===== src/include/ncd_params.svh =====
/*
 Constants of the capability descriptor: register indexes, field bit positions,
 signature bytes, command codes and the logical unit count.
 Assumes it is included by bare name from the descriptor design files.
*/
`ifndef NCD_PARAMS_SVH
`define NCD_PARAMS_SVH

// ----------------------------------------------------------------
// Register indexes (byte address is four times the index)
// ----------------------------------------------------------------
`define NCD_IDX_SIG 6'h00
`define NCD_IDX_FEAT 6'h06
`define NCD_IDX_OPT 6'h08
`define NCD_IDX_CFG_FEAT 6'h10
`define NCD_IDX_CFG_OPT 6'h11
`define NCD_IDX_SYS 6'h12
`define NCD_IDX_TM1 6'h13
`define NCD_IDX_TM2 6'h14
`define NCD_IDX_STAT 6'h15

// ----------------------------------------------------------------
// Signature and reset values
// ----------------------------------------------------------------
`define NCD_SIG_RESET 32'h49464e4f
`define NCD_SIG0 8'h4f
`define NCD_SIG1 8'h4e
`define NCD_SIG2 8'h46
`define NCD_SIG3 8'h49
`define NCD_SIG_MIN 3'd2
`define NCD_FIELD_MASK 16'h1fff
`define NCD_CFG_RESET 16'h0000
`define NCD_TM_RESET 8'h00
`define NCD_TM_MODE0 8'h01

// ----------------------------------------------------------------
// Features field bits
// ----------------------------------------------------------------
`define NCD_F_WIDE16 0
`define NCD_F_MULTI_UNIT 1
`define NCD_F_NONSEQ 2
`define NCD_F_MP_PE 3
`define NCD_F_CB_ANY 4
`define NCD_F_DDR1 5
`define NCD_F_MP_RD 6
`define NCD_F_EXT_PAGE 7
`define NCD_F_CLR_ONE 8
`define NCD_F_ECC_OFF 9
`define NCD_F_DDR2 10
`define NCD_F_VOLUME 11
`define NCD_F_VPP 12

// ----------------------------------------------------------------
// Optional commands field bits
// ----------------------------------------------------------------
`define NCD_O_CACHE_PGM 0
`define NCD_O_CACHE_RD 1
`define NCD_O_FEAT 2
`define NCD_O_STAT_ENH 3
`define NCD_O_COPYBACK 4
`define NCD_O_UID 5
`define NCD_O_COL_ENH 6
`define NCD_O_ROW_CHG 7
`define NCD_O_SMALL_MOVE 8
`define NCD_O_UNIT_RST 9
`define NCD_O_VOL_SEL 10
`define NCD_O_TERM_CFG 11
`define NCD_O_UNIT_FEAT 12

// ----------------------------------------------------------------
// System and status bits
// ----------------------------------------------------------------
`define NCD_S_MULTI_UNIT 0
`define NCD_S_CE_REDUCE 1
`define NCD_S_MATRIX_TERM 2
`define NCD_S_OVERLAP 3
`define NCD_ST_VALID 0
`define NCD_ST_REFUSED 1
`define NCD_ST_WIDE 2
`define NCD_ST_RUN 3

// ----------------------------------------------------------------
// Command codes
// ----------------------------------------------------------------
`define NCD_CMD_PROGRAM 8'h80
`define NCD_CMD_FLUSH 8'h11
`define NCD_CMD_ID_READ 8'h90
`define NCD_CMD_CACHE_PGM 8'h15
`define NCD_CMD_CACHE_SEQ 8'h31
`define NCD_CMD_CACHE_END 8'h3f
`define NCD_CMD_GET_FEAT 8'hee
`define NCD_CMD_SET_FEAT 8'hef
`define NCD_CMD_STAT_ENH 8'h78
`define NCD_CMD_CB_READ 8'h35
`define NCD_CMD_CB_PGM 8'h85
`define NCD_CMD_UID 8'hed
`define NCD_CMD_COL_ENH 8'h06
`define NCD_CMD_UNIT_RST 8'hfa
`define NCD_CMD_VOL_SEL 8'he1
`define NCD_CMD_TERM_CFG 8'he2
`define NCD_CMD_UNIT_GETF 8'hd4
`define NCD_CMD_UNIT_SETF 8'hd5

// ----------------------------------------------------------------
// Logical units
// ----------------------------------------------------------------
`define NCD_NUM_UNITS 4
`define NCD_UNIT_W 2

`endif


===== src/include/ncd_pkg.sv =====
/*
 Types shared by the capability descriptor design files.
 Assumes nothing beyond a SystemVerilog compiler.
*/
`default_nettype none

package ncd_pkg;
	typedef logic [15:0] ncd_field_t;
	typedef enum logic [1:0] {
		NCD_PWR_CLEAR = 2'b00,
		NCD_PWR_SETTLE = 2'b01,
		NCD_PWR_RUN = 2'b11
	} ncd_pwr_t;
endpackage : ncd_pkg

`default_nettype wire


===== src/hw/ncd_unit_clear.sv =====
/*
 Page register clear pulses, one per logical unit.
 Assumes the requests come from logic on the same clock.
*/
`include "ncd_params.svh"
`default_nettype none

module ncd_unit_clear
	import ncd_pkg::*;
(
	input wire logic clk,
	input wire logic sys_rst,
	input wire logic clr_all,
	input wire logic clr_one,
	input wire logic [`NCD_UNIT_W-1:0] unit,
	output logic [`NCD_NUM_UNITS-1:0] page_clear
);
	genvar gi;
	generate
		for (gi = 0; gi < `NCD_NUM_UNITS; gi = gi + 1)
		begin : g_unit
			always_ff @(posedge clk or posedge sys_rst)
			begin
				if (sys_rst)
					page_clear[gi] <= 1'b0;
				else
					page_clear[gi] <= clr_all || (clr_one && (unit == `NCD_UNIT_W'(gi)));
			end
		end
	endgenerate
endmodule : ncd_unit_clear

`default_nettype wire


===== src/hw/ncd_descriptor.sv =====
/*
 Capability descriptor of a flash target: features and optional commands
 fields, made consistent from software-written capability settings, plus the
 command-side effects they steer (page register clear, flush, bus width).
 Assumes a register master on the same clock and a command source on the
 same clock; the command source is expected to honour the reported fields.
*/
`include "ncd_params.svh"
`default_nettype none

// Summary of operation
// RQ1: Features bit 0 reports sixteen-bit bus; transfers use the reported width. Width follows bit 0 even while an invalid descriptor reads zero.
// RQ2: Identification read always moves data eight bits wide.
// RQ3: Either double-data-rate generation forces the eight-bit width report.
// RQ4: Host with bit 1 clear addresses one unit only while others idle.
// RQ5: Host with bit 2 clear programs pages in ascending order from zero.
// RQ6: Bit 3 reports multi-plane program and erase; bit 6 multi-plane read.
// RQ7: Host with bit 4 clear keeps copyback page parity equal.
// RQ8: Bits 5 and 10 report DDR generations with populated timing fields.
// RQ9: Bit 7 reports extended page; forced zero in offloaded ECC mode.
// RQ10: Program setup clears all units' page registers unless bit 8 set.
// RQ11: Power-on clears the page register of every unit.
// RQ12: Bit 9 reports offloaded ECC management; clear for raw flash.
// RQ13: Bit 11 reports volume addressing; bit 12 external programming supply.
// RQ14: Top three bits of both fields always read zero.
// RQ15: Cached program gated by option bit 0; zero in offloaded ECC mode.
// RQ16: Cached reads gated by option bit 1; zero in offloaded ECC mode.
// RQ17: Feature read and write commands gated by option bit 2.
// RQ18: Enhanced status gated by bit 3; forced on for multi-unit or multi-plane.
// RQ19: Copyback gated by bit 4; with multi-plane, multi-plane copyback enabled.
// RQ20: Unique id, column change, row change, unit reset, unit features gated. Row change has no command here; bit 7 gates nothing.
// RQ21: Small data move accepts flush command and excludes overlapped multi-plane.
// RQ22: Volume select and termination configure forced on by their system features.
// RQ23: Host captures both fields before first normal operation.
// RQ24: Descriptor valid when at least two signature bytes are correct.
module ncd_descriptor
	import ncd_pkg::*;
(
	input wire logic clk,
	input wire logic sys_rst,
	input wire logic [7:0] reg_addr,
	input wire logic [31:0] reg_wdata,
	input wire logic reg_wr,
	input wire logic reg_rd,
	output logic [31:0] reg_rdata,
	input wire logic cmd_valid,
	input wire logic [7:0] cmd_code,
	input wire logic [`NCD_UNIT_W-1:0] cmd_unit,
	output logic [`NCD_NUM_UNITS-1:0] page_clear,
	output logic flush_pulse,
	output logic xfer_wide,
	output logic cmd_refused,
	output logic desc_valid,
	output logic mp_copyback_en,
	output logic overlap_mp_en,
	output logic ready
);
	// ----------------------------------------------------------------
	// Declarations
	// ----------------------------------------------------------------
	logic [31:0] sig_reg;
	ncd_field_t cfg_feat_reg;
	ncd_field_t cfg_opt_reg;
	logic [3:0] sys_reg;
	logic [7:0] tm1_reg;
	logic [7:0] tm2_reg;
	ncd_field_t feat_reg;
	ncd_field_t feat_next;
	ncd_field_t opt_reg;
	ncd_field_t opt_next;
	ncd_pwr_t pwr_reg;
	ncd_pwr_t pwr_next;
	logic [31:0] rdata_next;
	logic [2:0] sig_hits;
	logic valid_next;
	logic cmd_take;
	logic cmd_ok;
	logic clr_all;
	logic clr_one;
	logic refused_set;
	logic refused_clr;
	logic por_clear;

	// ----------------------------------------------------------------
	// Functions
	// ----------------------------------------------------------------
	function automatic logic reg_hit(input logic [7:0] addr, input logic [5:0] idx);
		reg_hit = (addr == {idx, 2'b00});
	endfunction : reg_hit

	// Optional commands are refused when their support bit is clear.
	function automatic logic cmd_allowed(input logic [7:0] code, input ncd_field_t opt);
		logic ok;
		ok = 1'b1;
		unique case (code)
			`NCD_CMD_CACHE_PGM: ok = opt[`NCD_O_CACHE_PGM]; // RQ15
			`NCD_CMD_CACHE_SEQ, `NCD_CMD_CACHE_END: ok = opt[`NCD_O_CACHE_RD]; // RQ16
			`NCD_CMD_GET_FEAT, `NCD_CMD_SET_FEAT: ok = opt[`NCD_O_FEAT]; // RQ17
			`NCD_CMD_STAT_ENH: ok = opt[`NCD_O_STAT_ENH]; // RQ18
			`NCD_CMD_CB_READ, `NCD_CMD_CB_PGM: ok = opt[`NCD_O_COPYBACK]; // RQ19
			`NCD_CMD_UID: ok = opt[`NCD_O_UID]; // RQ20
			`NCD_CMD_COL_ENH: ok = opt[`NCD_O_COL_ENH]; // RQ20
			`NCD_CMD_UNIT_RST: ok = opt[`NCD_O_UNIT_RST]; // RQ20
			`NCD_CMD_UNIT_GETF, `NCD_CMD_UNIT_SETF: ok = opt[`NCD_O_UNIT_FEAT]; // RQ20
			`NCD_CMD_VOL_SEL: ok = opt[`NCD_O_VOL_SEL]; // RQ22
			`NCD_CMD_TERM_CFG: ok = opt[`NCD_O_TERM_CFG]; // RQ22
			`NCD_CMD_FLUSH: ok = opt[`NCD_O_SMALL_MOVE]; // RQ21
			default: ok = 1'b1;
		endcase
		return ok;
	endfunction : cmd_allowed

	// ----------------------------------------------------------------
	// Software-written settings
	// ----------------------------------------------------------------
	// The signature is writable so that a damaged copy can be exercised.
	always_ff @(posedge clk or posedge sys_rst)
	begin
		if (sys_rst)
			sig_reg <= `NCD_SIG_RESET;
		else if (reg_wr && reg_hit(reg_addr, `NCD_IDX_SIG))
			sig_reg <= reg_wdata;
	end

	always_ff @(posedge clk or posedge sys_rst)
	begin
		if (sys_rst)
			cfg_feat_reg <= `NCD_CFG_RESET;
		else if (reg_wr && reg_hit(reg_addr, `NCD_IDX_CFG_FEAT))
			cfg_feat_reg <= reg_wdata[15:0];
	end

	always_ff @(posedge clk or posedge sys_rst)
	begin
		if (sys_rst)
			cfg_opt_reg <= `NCD_CFG_RESET;
		else if (reg_wr && reg_hit(reg_addr, `NCD_IDX_CFG_OPT))
			cfg_opt_reg <= reg_wdata[15:0];
	end

	always_ff @(posedge clk or posedge sys_rst)
	begin
		if (sys_rst)
			sys_reg <= 4'h0;
		else if (reg_wr && reg_hit(reg_addr, `NCD_IDX_SYS))
			sys_reg <= reg_wdata[3:0];
	end

	always_ff @(posedge clk or posedge sys_rst)
	begin
		if (sys_rst)
		begin
			tm1_reg <= `NCD_TM_RESET;
			tm2_reg <= `NCD_TM_RESET;
		end
		else if (reg_wr && reg_hit(reg_addr, `NCD_IDX_TM1))
			tm1_reg <= reg_wdata[7:0];
		else if (reg_wr && reg_hit(reg_addr, `NCD_IDX_TM2))
			tm2_reg <= reg_wdata[7:0];
	end

	// ----------------------------------------------------------------
	// Consistent descriptor fields
	// ----------------------------------------------------------------
	always_comb
	begin
		feat_next = cfg_feat_reg & `NCD_FIELD_MASK; // RQ14
		opt_next = cfg_opt_reg & `NCD_FIELD_MASK; // RQ14
		// Bits 1-6 and 8-12 of the features pass as configured.
		// RQ6 RQ12 RQ13
		if (feat_next[`NCD_F_DDR1] || feat_next[`NCD_F_DDR2])
			feat_next[`NCD_F_WIDE16] = 1'b0; // RQ3
		if (feat_next[`NCD_F_ECC_OFF])
		begin
			feat_next[`NCD_F_EXT_PAGE] = 1'b0; // RQ9
			opt_next[`NCD_O_CACHE_PGM] = 1'b0; // RQ15
			opt_next[`NCD_O_CACHE_RD] = 1'b0; // RQ16
		end
		if (sys_reg[`NCD_S_MULTI_UNIT] || feat_next[`NCD_F_MP_PE] || feat_next[`NCD_F_MP_RD])
			opt_next[`NCD_O_STAT_ENH] = 1'b1; // RQ18
		if (sys_reg[`NCD_S_CE_REDUCE] || sys_reg[`NCD_S_MATRIX_TERM])
			opt_next[`NCD_O_VOL_SEL] = 1'b1; // RQ22
		if (sys_reg[`NCD_S_MATRIX_TERM])
			opt_next[`NCD_O_TERM_CFG] = 1'b1; // RQ22
	end

	always_ff @(posedge clk or posedge sys_rst)
	begin
		if (sys_rst)
		begin
			feat_reg <= `NCD_CFG_RESET;
			opt_reg <= `NCD_CFG_RESET;
		end
		else
		begin
			feat_reg <= feat_next;
			opt_reg <= opt_next;
		end
	end

	// ----------------------------------------------------------------
	// Signature check
	// ----------------------------------------------------------------
	always_comb
	begin
		sig_hits = {2'b00, sig_reg[7:0] == `NCD_SIG0}
			+ {2'b00, sig_reg[15:8] == `NCD_SIG1}
			+ {2'b00, sig_reg[23:16] == `NCD_SIG2}
			+ {2'b00, sig_reg[31:24] == `NCD_SIG3};
		valid_next = (sig_hits >= `NCD_SIG_MIN); // RQ24
	end

	always_ff @(posedge clk or posedge sys_rst)
	begin
		if (sys_rst)
			desc_valid <= 1'b0;
		else
			desc_valid <= valid_next;
	end

	// ----------------------------------------------------------------
	// Power-on sequence
	// ----------------------------------------------------------------
	// Commands are held off until every page register has been cleared.
	always_comb
	begin
		unique case (pwr_reg)
			NCD_PWR_CLEAR: pwr_next = NCD_PWR_SETTLE;
			NCD_PWR_SETTLE: pwr_next = NCD_PWR_RUN;
			NCD_PWR_RUN: pwr_next = NCD_PWR_RUN;
			default: pwr_next = NCD_PWR_CLEAR;
		endcase
	end

	always_ff @(posedge clk or posedge sys_rst)
	begin
		if (sys_rst)
			pwr_reg <= NCD_PWR_CLEAR;
		else
			pwr_reg <= pwr_next;
	end

	always_ff @(posedge clk or posedge sys_rst)
	begin
		if (sys_rst)
			ready <= 1'b0;
		else
			ready <= (pwr_next == NCD_PWR_RUN);
	end

	assign por_clear = (pwr_reg == NCD_PWR_CLEAR); // RQ11

	// ----------------------------------------------------------------
	// Command effects
	// ----------------------------------------------------------------
	// The command source keeps unit idling, page order and copyback parity.
	// RQ4 RQ5 RQ7 RQ23
	assign cmd_take = cmd_valid && (pwr_reg == NCD_PWR_RUN);
	assign cmd_ok = cmd_allowed(cmd_code, opt_reg);
	assign clr_one = cmd_take && (cmd_code == `NCD_CMD_PROGRAM) && feat_reg[`NCD_F_CLR_ONE]; // RQ10
	assign clr_all = por_clear
		|| (cmd_take && (cmd_code == `NCD_CMD_PROGRAM) && !feat_reg[`NCD_F_CLR_ONE]); // RQ10

	ncd_unit_clear u_unit_clear (
		.clk(clk),
		.sys_rst(sys_rst),
		.clr_all(clr_all),
		.clr_one(clr_one),
		.unit(cmd_unit),
		.page_clear(page_clear)
	);

	always_ff @(posedge clk or posedge sys_rst)
	begin
		if (sys_rst)
			flush_pulse <= 1'b0;
		else
			flush_pulse <= cmd_take && (cmd_code == `NCD_CMD_FLUSH) && cmd_ok; // RQ21
	end

	// Width is latched per command so data of an identification read stays narrow.
	always_ff @(posedge clk or posedge sys_rst)
	begin
		if (sys_rst)
			xfer_wide <= 1'b0;
		else if (cmd_take)
			xfer_wide <= feat_reg[`NCD_F_WIDE16] && (cmd_code != `NCD_CMD_ID_READ); // RQ1 RQ2
	end

	always_ff @(posedge clk or posedge sys_rst)
	begin
		if (sys_rst)
		begin
			mp_copyback_en <= 1'b0;
			overlap_mp_en <= 1'b0;
		end
		else
		begin
			mp_copyback_en <= opt_reg[`NCD_O_COPYBACK]
				&& (feat_reg[`NCD_F_MP_PE] || feat_reg[`NCD_F_MP_RD]); // RQ19
			overlap_mp_en <= sys_reg[`NCD_S_OVERLAP] && !opt_reg[`NCD_O_SMALL_MOVE]; // RQ21
		end
	end

	// ----------------------------------------------------------------
	// Refused command flag
	// ----------------------------------------------------------------
	// A refusal in the same cycle as the clearing write is kept.
	assign refused_set = cmd_take && !cmd_ok;
	assign refused_clr = reg_wr && reg_hit(reg_addr, `NCD_IDX_STAT) && reg_wdata[`NCD_ST_REFUSED];

	always_ff @(posedge clk or posedge sys_rst)
	begin
		if (sys_rst)
			cmd_refused <= 1'b0;
		else if (refused_set)
			cmd_refused <= 1'b1;
		else if (refused_clr)
			cmd_refused <= 1'b0;
	end

	// ----------------------------------------------------------------
	// Register read
	// ----------------------------------------------------------------
	// An invalid descriptor reads zero features and optional commands; timing fields still follow the DDR bits.
	always_comb
	begin
		rdata_next = 32'h0000_0000;
		if (reg_hit(reg_addr, `NCD_IDX_SIG))
			rdata_next = sig_reg;
		else if (reg_hit(reg_addr, `NCD_IDX_FEAT))
			rdata_next = {16'h0000, desc_valid ? feat_reg : `NCD_CFG_RESET};
		else if (reg_hit(reg_addr, `NCD_IDX_OPT))
			rdata_next = {16'h0000, desc_valid ? opt_reg : `NCD_CFG_RESET};
		else if (reg_hit(reg_addr, `NCD_IDX_CFG_FEAT))
			rdata_next = {16'h0000, cfg_feat_reg};
		else if (reg_hit(reg_addr, `NCD_IDX_CFG_OPT))
			rdata_next = {16'h0000, cfg_opt_reg};
		else if (reg_hit(reg_addr, `NCD_IDX_SYS))
			rdata_next = {28'h000_0000, sys_reg};
		else if (reg_hit(reg_addr, `NCD_IDX_TM1))
			rdata_next = {24'h00_0000,
				feat_reg[`NCD_F_DDR1] ? (tm1_reg | `NCD_TM_MODE0) : `NCD_TM_RESET}; // RQ8
		else if (reg_hit(reg_addr, `NCD_IDX_TM2))
			rdata_next = {24'h00_0000,
				feat_reg[`NCD_F_DDR2] ? (tm2_reg | `NCD_TM_MODE0) : `NCD_TM_RESET}; // RQ8
		else if (reg_hit(reg_addr, `NCD_IDX_STAT))
		begin
			rdata_next[`NCD_ST_VALID] = desc_valid;
			rdata_next[`NCD_ST_REFUSED] = cmd_refused;
			rdata_next[`NCD_ST_WIDE] = xfer_wide;
			rdata_next[`NCD_ST_RUN] = ready;
		end
	end

	always_ff @(posedge clk or posedge sys_rst)
	begin
		if (sys_rst)
			reg_rdata <= 32'h0000_0000;
		else if (reg_rd)
			reg_rdata <= rdata_next;
		else
			reg_rdata <= 32'h0000_0000;
	end
endmodule : ncd_descriptor

`default_nettype wire


===== config.mk =====
export PLATFORM = sky130hd
export DESIGN_NAME = ncd_descriptor
export DESIGN_NICKNAME = d
export VERILOG_FILES = /design/src/include/ncd_pkg.sv /design/src/hw/ncd_unit_clear.sv /design/src/hw/ncd_descriptor.sv
export VERILOG_INCLUDE_DIRS = /design/src /design/src/include
export SDC_FILE = /design/constraint.sdc
export NUM_CORES = 1
export LEC_CHECK = 0
export ABC_AREA = 1
export BUFFER_PORTS_ARGS = -buffer_cell sky130_fd_sc_hd__buf_2
export CAP_MARGIN = 20
export CORE_AREA = 2 2 142 144
export CTS_BUF_LIST = sky130_fd_sc_hd__clkbuf_4
export DETAILED_ROUTE_END_ITERATION = 6
export DIE_AREA = 0 0 144 146
export HOLD_SLACK_MARGIN = 0.15
export PLACE_DENSITY = 0.59
export SETUP_SLACK_MARGIN = 0.1
export SYNTH_ARGS = -nofsm -noshare
export SYNTH_HDL_FRONTEND = slang
export SYNTH_SLANG_ARGS = --single-unit

===== constraint.sdc =====
create_clock -name clk -period 6.02 [get_ports clk]
set_input_delay 0.301 -clock clk [delete_from_list [all_inputs] [get_ports clk]]
set_output_delay 0.301 -clock clk [all_outputs]
set_load 0.01 [all_outputs]

[Word-level counts from Yosys, hierarchy flattened]
Cells that the tools add are included.
Widths: inputs -> output; s select.
Word-level totals
  memories: 0
  input port bits: 55
  bits in writable memories: 0
  bits in registers: 155
  ROM bits: 0
  output and inout port bits: 43
  latch bits: 0
Cells by class
  shift-type cells: 0
  divide/modulo/power cells: 0
  add/subtract/negate cells: 3
  equal/unequal tests: 36
  mux-type cells: 25
  reductions and logical operators: 45
  multipliers: 0
  bitwise operators: 1
  $lt $le $gt $ge: 1
Operator list (count)
  $eq 8x7->1 const B: 11
  $eq 8x8->1 const B: 10
  $mux 16: 4
  $mux 32: 2
  $eq 8x6->1 const B: 4
  $mux 8: 4
  $mux 13: 2
  $eq 8x5->1 const B: 3
  $logic_and 1x1->1: 22
  $mux 4: 3
  $pmux 1 s12: 1
  $logic_or 1x1->1: 10
  $reduce_or 2->1: 5
  $eq 2x2->1 const B: 4
  $eq 8x3->1 const B: 1
  $logic_not 8->1: 1
  $ne 8x8->1 const B: 1
  $mux 1: 7
  $eq 2x1->1 const B: 2
  $logic_not 2->1: 2
  $pmux 2 s2: 1
  $add 2x1->3: 1
  $add 3x1->3: 1
  $ge 3x2->1 const B: 1
  6 further kinds: 8

[Longest topological paths before layout]
Gate-level depths: netlist (run 1).
  word-level depth: 11
  depth in mapped cells: 12

[Modules after synthesis]
From an unflattened synthesis (run 1), not the netlist that was laid out.
Unflattened totals
  cell total of the unflattened synthesis: 789
  area, all modules: 6791.5 sq um
By module, submodules not included
  ncd_descriptor: cells an instance 772, times used 1, area an instance 6638.9 sq um
  ncd_unit_clear: cells an instance 17, times used 1, area an instance 152.6 sq um

[Worst setup path after synthesis (run 1)]
Ideal clock, no wire load.
  path type: register -> register
  start: register sig_reg[6]
  end: register desc_valid
  setup slack: 4.264 ns
  stages on the path, launching flop included: 6
  data required time: 5.910 ns
  period minus slack after synthesis: 1.756 ns
  arrival time: 1.646 ns
  cells stage by stage: dfstp_2 inv_1 nor4_1 nand4_1 fa_1 o41ai_1
On the way
  longest elaborated chain between the ends: 5
RTL lines
  from (decl): line ncd_descriptor.sv:61  | logic [31:0] sig_reg;
  from (signal assigned): line ncd_descriptor.sv:120  | sig_reg <= `NCD_SIG_RESET;
  from (signal assigned): line ncd_descriptor.sv:122  | sig_reg <= reg_wdata;
  $eq 8x7->1 (no line)
  $add 1x1->2: line ncd_descriptor.sv:206  | sig_hits = {2'b00, sig_reg[7:0] == `NCD_SIG0}
  $add 2x1->3: line ncd_descriptor.sv:206
  $add 3x1->3: line ncd_descriptor.sv:206
  $ge 3x2->1 (no line)
  net valid_next: line ncd_descriptor.sv:75  | logic valid_next;
  to (signal assigned): line ncd_descriptor.sv:218  | desc_valid <= valid_next;
  to (decl): line ncd_descriptor.sv:53  | output logic desc_valid,
The timed path passes the listed nets, and every way through them passes these cells.
A chain may end at the register's enable or synchronous reset.

[Worst setup path after layout (run 1)]
  start: register desc_valid
  end: output port desc_valid
No word-level cell between the ends.

==> flow_summary.yaml, run 1 <==
logic_synthesis:
  ys_types: 39
  synth_top_cell_by_area: "sky130_fd_sc_hd__dfrtp_1"
  synthArstFlopShare_pct: 100
  post-synth-top-count-cell: "sky130_fd_sc_hd__nand2_1"
  synth_warnings: 0
  syn-num-nets: 830
  synthTopCellsByCount: "sky130_fd_sc_hd__nand2_1 (179), sky130_fd_sc_hd__dfrtp_1 (137), sky130_fd_sc_hd__inv_1 (88)"
  synthesis.instances: 774
  yosys-top-cells-area: "sky130_fd_sc_hd__dfrtp_1 (51%), sky130_fd_sc_hd__nand2_1 (10%), sky130_fd_sc_hd__dfstp_2 (5.8%)"
  syn_area_sq_mm: 0.00675
  synth_top_flop_cell: "sky130_fd_sc_hd__dfrtp_1"
  syn_area_per_cell_sq_um: 8.72
  yosysSeqAreaShare_pct: 56.7
  synth-seq-cells: 152
  synth-edff-count: 0
  yosysTopAreaCellShare_pct: 50.8
sta:
  timing.final.crit_share_pct: 33.7
  slew_violations: 0
  timing.setup.tns_ns: 0
  post-route-min-period_ns: 2.03
  timing.final.setup_violations: 0
  hold_viol_final: 0
  grt_setup_unrepaired: "false"
  slew_at_the_pin_closest_to_its_max_slew_limit_ns: 0.827
  slew_headroom_pct: 44.8
  fmax_mhz: 493
  worst_clock_skew_ns: 0.0160
cts:
  cts-resized-gates: 0
  post_cts_buffers: 0
  clkTransAtPathRegs_ns: 0.12
  clkLatencyLatePin_ns: 0.57
  clkSinkCount: 152
  cts_buffer_depth: 2
  cts_root_buf: "sky130_fd_sc_hd__clkbuf_4"
  holdBufCountCts: 42
  cts_inserted_buffers: 17
  htreeDepth: 4
  tritoncts_clock_tree: "built"
power_and_ir_drop:
  vdd_ir_drop_max_mv: 0.0908
  design_power_total_mw: 1.85
  switching_share_pct: 26.1
  combinational_power_share_pct: 7.8
  power.leakage_nw: 4.06
  power.net_switching_mw: 0.483
  cell_internal_pwr_mw: 1.37
  power.density_mw_per_mm2: 228
  seq_power_share_pct: 59.3
  clkPwrFrac_pct: 32.9
detailed_routing:
  antenna_violating_nets_post_route: 0
  num_vias: 5542
  totalWireLength_mm: 17.7
  post-route-drc-count: 0
  detail_route.wl_per_cell_um: 14.9
  drt-vias-per-instance: 4.68
  drt_first_iter_violations: 326
  firstDrtPassIters: 5
critical_path:
  worstSetupStartpointType: "flip-flop"
  path_delay_family: "flip-flops"
  r2r_end: "desc_valid"
  worst-endpoint-arrival_ns: 1.73
  crit_type: "reg -> out"
  cp_cell_sequence: "buf_2"
  worst-r2r-cell-count: 5
  critical_path_required_ns: 5.72
  worst-path-buf-inv: 1
  cp_max_fo: 24
  regToRegSetupSlack_ns: 4.01
  worst_path_largest_cell_delay_ns: 0.90
  critical-path-slowest-cell: "sky130_fd_sc_hd__dfrtp_1"
  critical_path.reg2reg.startpoint: "sig_reg[6]"
  capturing_element_type_of_the_critical_path: "output port"
finish:
  area_delta_synth_final_pct: 20.4
  drive_gt1_share_pct: 19.9
  fin_nets: 962
placement:
  place_hpwl_mm: 12.5
  port-buffer-count: 97
  gp_routability_congestion: 0.875
floorplanning:
  floorplan_row_count: 51
  floorplan.initialDensity_pct: 34.9
  fp.dieArea_sq_mm: 0.0210
  die_y_um: 146
  ios: 98
  fp.coreArea_sq_mm: 0.0193
  die-width_um: 144
grt:
  global_route_wire_length_before_repair_mm: 27.8
  pin_count_of_the_biggest_net_entering_global_routing: 90
  gr-total-overflow: 0
  first_global_vias: 5400
  antenna_found_initial: 1
  groute.usage.overall_pct: 17.3
worst_hold_path:
  hold_path_startpoint: "cmd_code[6]"
  min_delay_worst_endpoint: "flush_pulse"
  hold_path_depth: 6
  holdCritPathClass: "in -> reg"
flow_run:
  cap_viol_max_count: 0
status:
  status: "finished, final reports clean"
-- cell usage in the layout, fill, tap and decap left out, types with 14 or more instances in the layout --
cell	count
sky130_fd_sc_hd__nand3_1	44
sky130_fd_sc_hd__a21oi_1	40
sky130_fd_sc_hd__nand4_1	14
sky130_fd_sc_hd__inv_1	87
sky130_fd_sc_hd__nand2_1	179
sky130_fd_sc_hd__dlygate4sd3_1	42
sky130_fd_sc_hd__clkbuf_4	18
sky130_fd_sc_hd__nor2_1	61
sky130_fd_sc_hd__o21ai_0	64
sky130_fd_sc_hd__o21ai_1	31
sky130_fd_sc_hd__buf_2	97
sky130_fd_sc_hd__dfstp_2	15
sky130_fd_sc_hd__dfrtp_1	137
-- how the worst max path moves through the flow --
| stage | from | to | cells past startpoint |
|---|---|---|---|
| global route | sig_reg[14] | desc_valid | 5 |
| detailed placement | reg_addr[5] | cfg_opt_reg[9] | 8 |
| global placement | reg_addr[7] | cfg_opt_reg[8] | 9 |
| finish | desc_valid | desc_valid | 1 |
| CTS | desc_valid | desc_valid | 1 |
| floorplan | sys_rst | cfg_feat_reg[0] | 1 |
-- power by group through the flow --
| stage | logic [mW] | clock network (mW) | registers, mW |
|---|---|---|---|
| final | 0.145 | 0.608 | 1.10 |
| after global placement | 0.125 | 0 | 1.11 |
| after detailed placement | 0.127 | 0 | 1.11 |
| after floorplan | 0.0760 | 0 | 1.10 |
| after CTS | 0.147 | 0.625 | 1.09 |
| after global routing | 0.166 | 0.663 | 1.10 |
-- cell families (layout without fill, tap and decap cells) --
logic type               Yosys count  after routing  synth area share [%]
other                              0              1                     0
AND/OR/NAND/NOR                  348            348                  23.4
buffers and inverters            121            265                  7.64
flip-flops                       152            152                  56.7
AO/OA/AOI/OAI                    152            152                  12.0
adder cells (fa/ha/maj)            1              1                 0.297
-- stage by stage --
step | instance area, sq um | util, % | setup slack, ns | hold WS, ns | instances
2_1_floorplan | 6750 | - | 1.65 | 0.374 | 774
3_3_place_gp | 7410 | 38.3 | 3.94 | 0.388 | 1109
3_5_place_dp | 7410 | 38.3 | 3.82 | 0.384 | 1109
4_1_cts | 8100 | 41.9 | 3.94 | 0.170 | 1182
5_1_grt | 8120 | 42.0 | 3.86 | 0.223 | 1184
6_report | 8120 | 42.0 | 3.99 | 0.216 | 1184
-- per-layer routing --
metal  routed length (um)  vias up  track usage (%)
li1                     -     2777                -
met2                 8260      128             27.9
met1                 8180     2613             22.9
met4                  345        0             5.98
met3                  902       24             4.11
met5                    0        -                0
-- final cells by class --
cell class                 count  area [sq um]
inverter                      93           355
fill                        1960         11200
clock inverter                13           131
multi-input combinational    501          2410
tap                          265           332
clock buffer                  18           135
sequential                   152          3820
timing repair buffer         141           933
antenna                        1          2.50
No activity file was read; power rests on OpenSTA's default activity.
==> run 2: changes to the inputs <==
--- a/config.mk
+++ b/config.mk
@@ -14,7 +14,7 @@
 export DETAILED_ROUTE_END_ITERATION = 6
 export DIE_AREA = 0 0 144 146
 export HOLD_SLACK_MARGIN = 0.15
-export PLACE_DENSITY = 0.59
+export PLACE_DENSITY = 0.61
 export SETUP_SLACK_MARGIN = 0.1
 export SYNTH_ARGS = -nofsm -noshare
 export SYNTH_HDL_FRONTEND = slang
==> constraint.sdc (replaced) <==
create_clock -name clk -period 1.8 [get_ports clk]
set_input_delay 0.09 -clock clk [delete_from_list [all_inputs] [get_ports clk]]
set_output_delay 0.09 -clock clk [all_outputs]
set_load 0.01 [all_outputs]
==> flow_summary.yaml, run 2 (same netlist as run 1, synthesis figures left out) <==
status:
  status: "finished, final reports clean"
sta:
  slew_at_the_pin_closest_to_its_max_slew_limit_ns: 0.624
  worst_clock_skew_ns: 0.0202
  timing.setup.tns_ns: 0
  grt_setup_unrepaired: "true"
  post-route-min-period_ns: 1.77
  timing.final.setup_violations: 0
  hold_viol_final: 0
  slew_violations: 0
  timing.final.crit_share_pct: 98.6
  slew_headroom_pct: 58.2
  fmax_mhz: 564
placement:
  place_hpwl_mm: 12.6
  port-buffer-count: 97
  gp_routability_congestion: 0.862
critical_path:
  cp_max_fo: 2
  critical_path.reg2reg.startpoint: "sig_reg[11]"
  regToRegSetupSlack_ns: 0.03
  worst-r2r-cell-count: 5
  crit_type: "reg -> reg"
  worstSetupStartpointType: "flip-flop"
  capturing_element_type_of_the_critical_path: "flip-flop"
  worst-endpoint-arrival_ns: 2.23
  critical_path_required_ns: 2.26
  setup.worst_path.start: "sig_reg[11]"
finish:
  drive_gt1_share_pct: 21.1
  final_common_cell: "sky130_fd_sc_hd__nand2_1"
  area_delta_synth_final_pct: 24.7
  fin_nets: 986
  final_core_util_pct: 43.5
  leading_cell_types_in_the_layout_fill_and_taps_excluded: "sky130_fd_sc_hd__nand2_1 (179), sky130_fd_sc_hd__dfrtp_1 (137), sky130_fd_sc_hd__buf_2 (97), sky130_fd_sc_hd__inv_1 (87), sky130_fd_sc_hd__o21ai_0 (64)"
  final.fill_count: 1942
power_and_ir_drop:
  seq_power_share_pct: 58.3
  vdd_ir_drop_max_mv: 0.358
  combinational_power_share_pct: 8.2
  power.net_switching_mw: 1.66
  power.leakage_nw: 4.20
  cell_internal_pwr_mw: 4.62
  switching_share_pct: 26.5
  clkPwrFrac_pct: 33.5
  power.density_mw_per_mm2: 746
floorplanning:
  die-width_um: 144
  die_y_um: 146
  floorplan_row_count: 51
  floorplan.initialDensity_pct: 34.9
  fp.dieArea_sq_mm: 0.0210
  ios: 98
  fp.coreArea_sq_mm: 0.0193
grt:
  first_global_vias: 5376
  pin_count_of_the_biggest_net_entering_global_routing: 78
  gr-total-overflow: 0
  groute.usage.overall_pct: 17.6
  antenna_found_initial: 1
  global_route_wire_length_before_repair_mm: 28.7
cts:
  clkTransAtPathRegs_ns: 0.13
  cts_buffer_depth: 2
  htreeDepth: 4
  clkSinkCount: 152
  tritoncts_clock_tree: "built"
  post_cts_buffers: 0
  cts_root_buf: "sky130_fd_sc_hd__clkbuf_4"
  cts_inserted_buffers: 17
  clkLatencyLatePin_ns: 0.55
detailed_routing:
  post-route-drc-count: 0
  detail_route.wl_per_cell_um: 14.7
  drt_first_iter_violations: 392
  num_vias: 5591
  totalWireLength_mm: 17.8
  firstDrtPassIters: 7
  antenna_violating_nets_post_route: 0
  drt-vias-per-instance: 4.62
worst_hold_path:
  holdCritPathClass: "in -> reg"
  hold_path_depth: 5
  hold_path_startpoint: "reg_addr[2]"
flow_run:
  cap_viol_max_count: 0
-- run 2: cell types whose count changed in the layout (fill, tap and decap cells not counted), sizes merged --
cell,delta
buf,+14
dlygate4sd3,+10
clkinv,-1
clkinvlp,+1
inv,+1
-- run 2: cell type report --
class,count,area (sq um),area share (%)
Clock inverter,14,149,1.77
Inverter,93,354,4.21
Timing Repair Buffer,165,1180,14.0
Multi-Input combinational cell,501,2440,29.0
Clock buffer,18,135,1.61
Tap cell,265,332,3.94
Sequential cell,152,3820,45.4
Antenna cell,1,2.50,0.0297
-- run 2: per-layer routing --
| layer | vias up | routed length, um | global-route usage, % |
|---|---|---|---|
| met5 | - | 0 | 0 |
| met4 | 0 | 240 | 4.95 |
| met3 | 21 | 835 | 3.52 |
| met2 | 130 | 8720 | 29.1 |
| met1 | 2615 | 7990 | 23.6 |
| li1 | 2825 | - | - |
-- run 2: critical path, stage by stage, from the launching register on --
cell and delay, ns:
sky130_fd_sc_hd__dfstp_2 0.55, sky130_fd_sc_hd__inv_1 0.07, sky130_fd_sc_hd__nor4_4 0.29, sky130_fd_sc_hd__nand2_1 0.11
sky130_fd_sc_hd__fa_1 0.48, sky130_fd_sc_hd__o41ai_2 0.21
-- run 2: through the flow --
stage | hold WS [ns] | cells | total power, mW | cell area (sq um) | worst slack, ns
after floorplan | 0.188 | 774 | 3.94 | 6750 | -0.195
after global routing | 0.177 | 1209 | 6.58 | 8410 | -0.0522
after global placement | 0.0582 | 1124 | 4.15 | 7570 | 0.0343
after CTS | 0.154 | 1207 | 6.34 | 8390 | 0.0242
final | 0.211 | 1209 | 6.28 | 8410 | 0.0259
after detailed placement | 0.0579 | 1124 | 4.15 | 7570 | -0.0933
-- run 2: path summary, 6_finish.rpt --
| path | endpoint |
|---|---|
| min in group asynchronous | cmd_refused |
| max reg2reg | desc_valid |
| max | desc_valid |
| min | tm1_reg[7] |
| min reg2reg | feat_reg[11] |
| max in group asynchronous | sig_reg[9] |
-- run 2: power groups by stage --
| stage | logic, mW | registers, mW | clock network (mW) |
|---|---|---|---|
| 6_report | 0.516 | 3.66 | 2.11 |
| 5_1_grt | 0.583 | 3.67 | 2.33 |
| 4_1_cts | 0.518 | 3.66 | 2.16 |
| 3_5_place_dp | 0.436 | 3.72 | 0 |
| 3_3_place_gp | 0.431 | 3.72 | 0 |
| 2_1_floorplan | 0.255 | 3.69 | 0 |
-- run 2: repair_timing --
item | in CTS | in global routing
setup endpoints to repair | 1 | 21
resized for setup | 3 | 2
pin swaps | 1 | 0
endpoints found under the hold margin | 257 | 5
hold buffers | 51 | 2
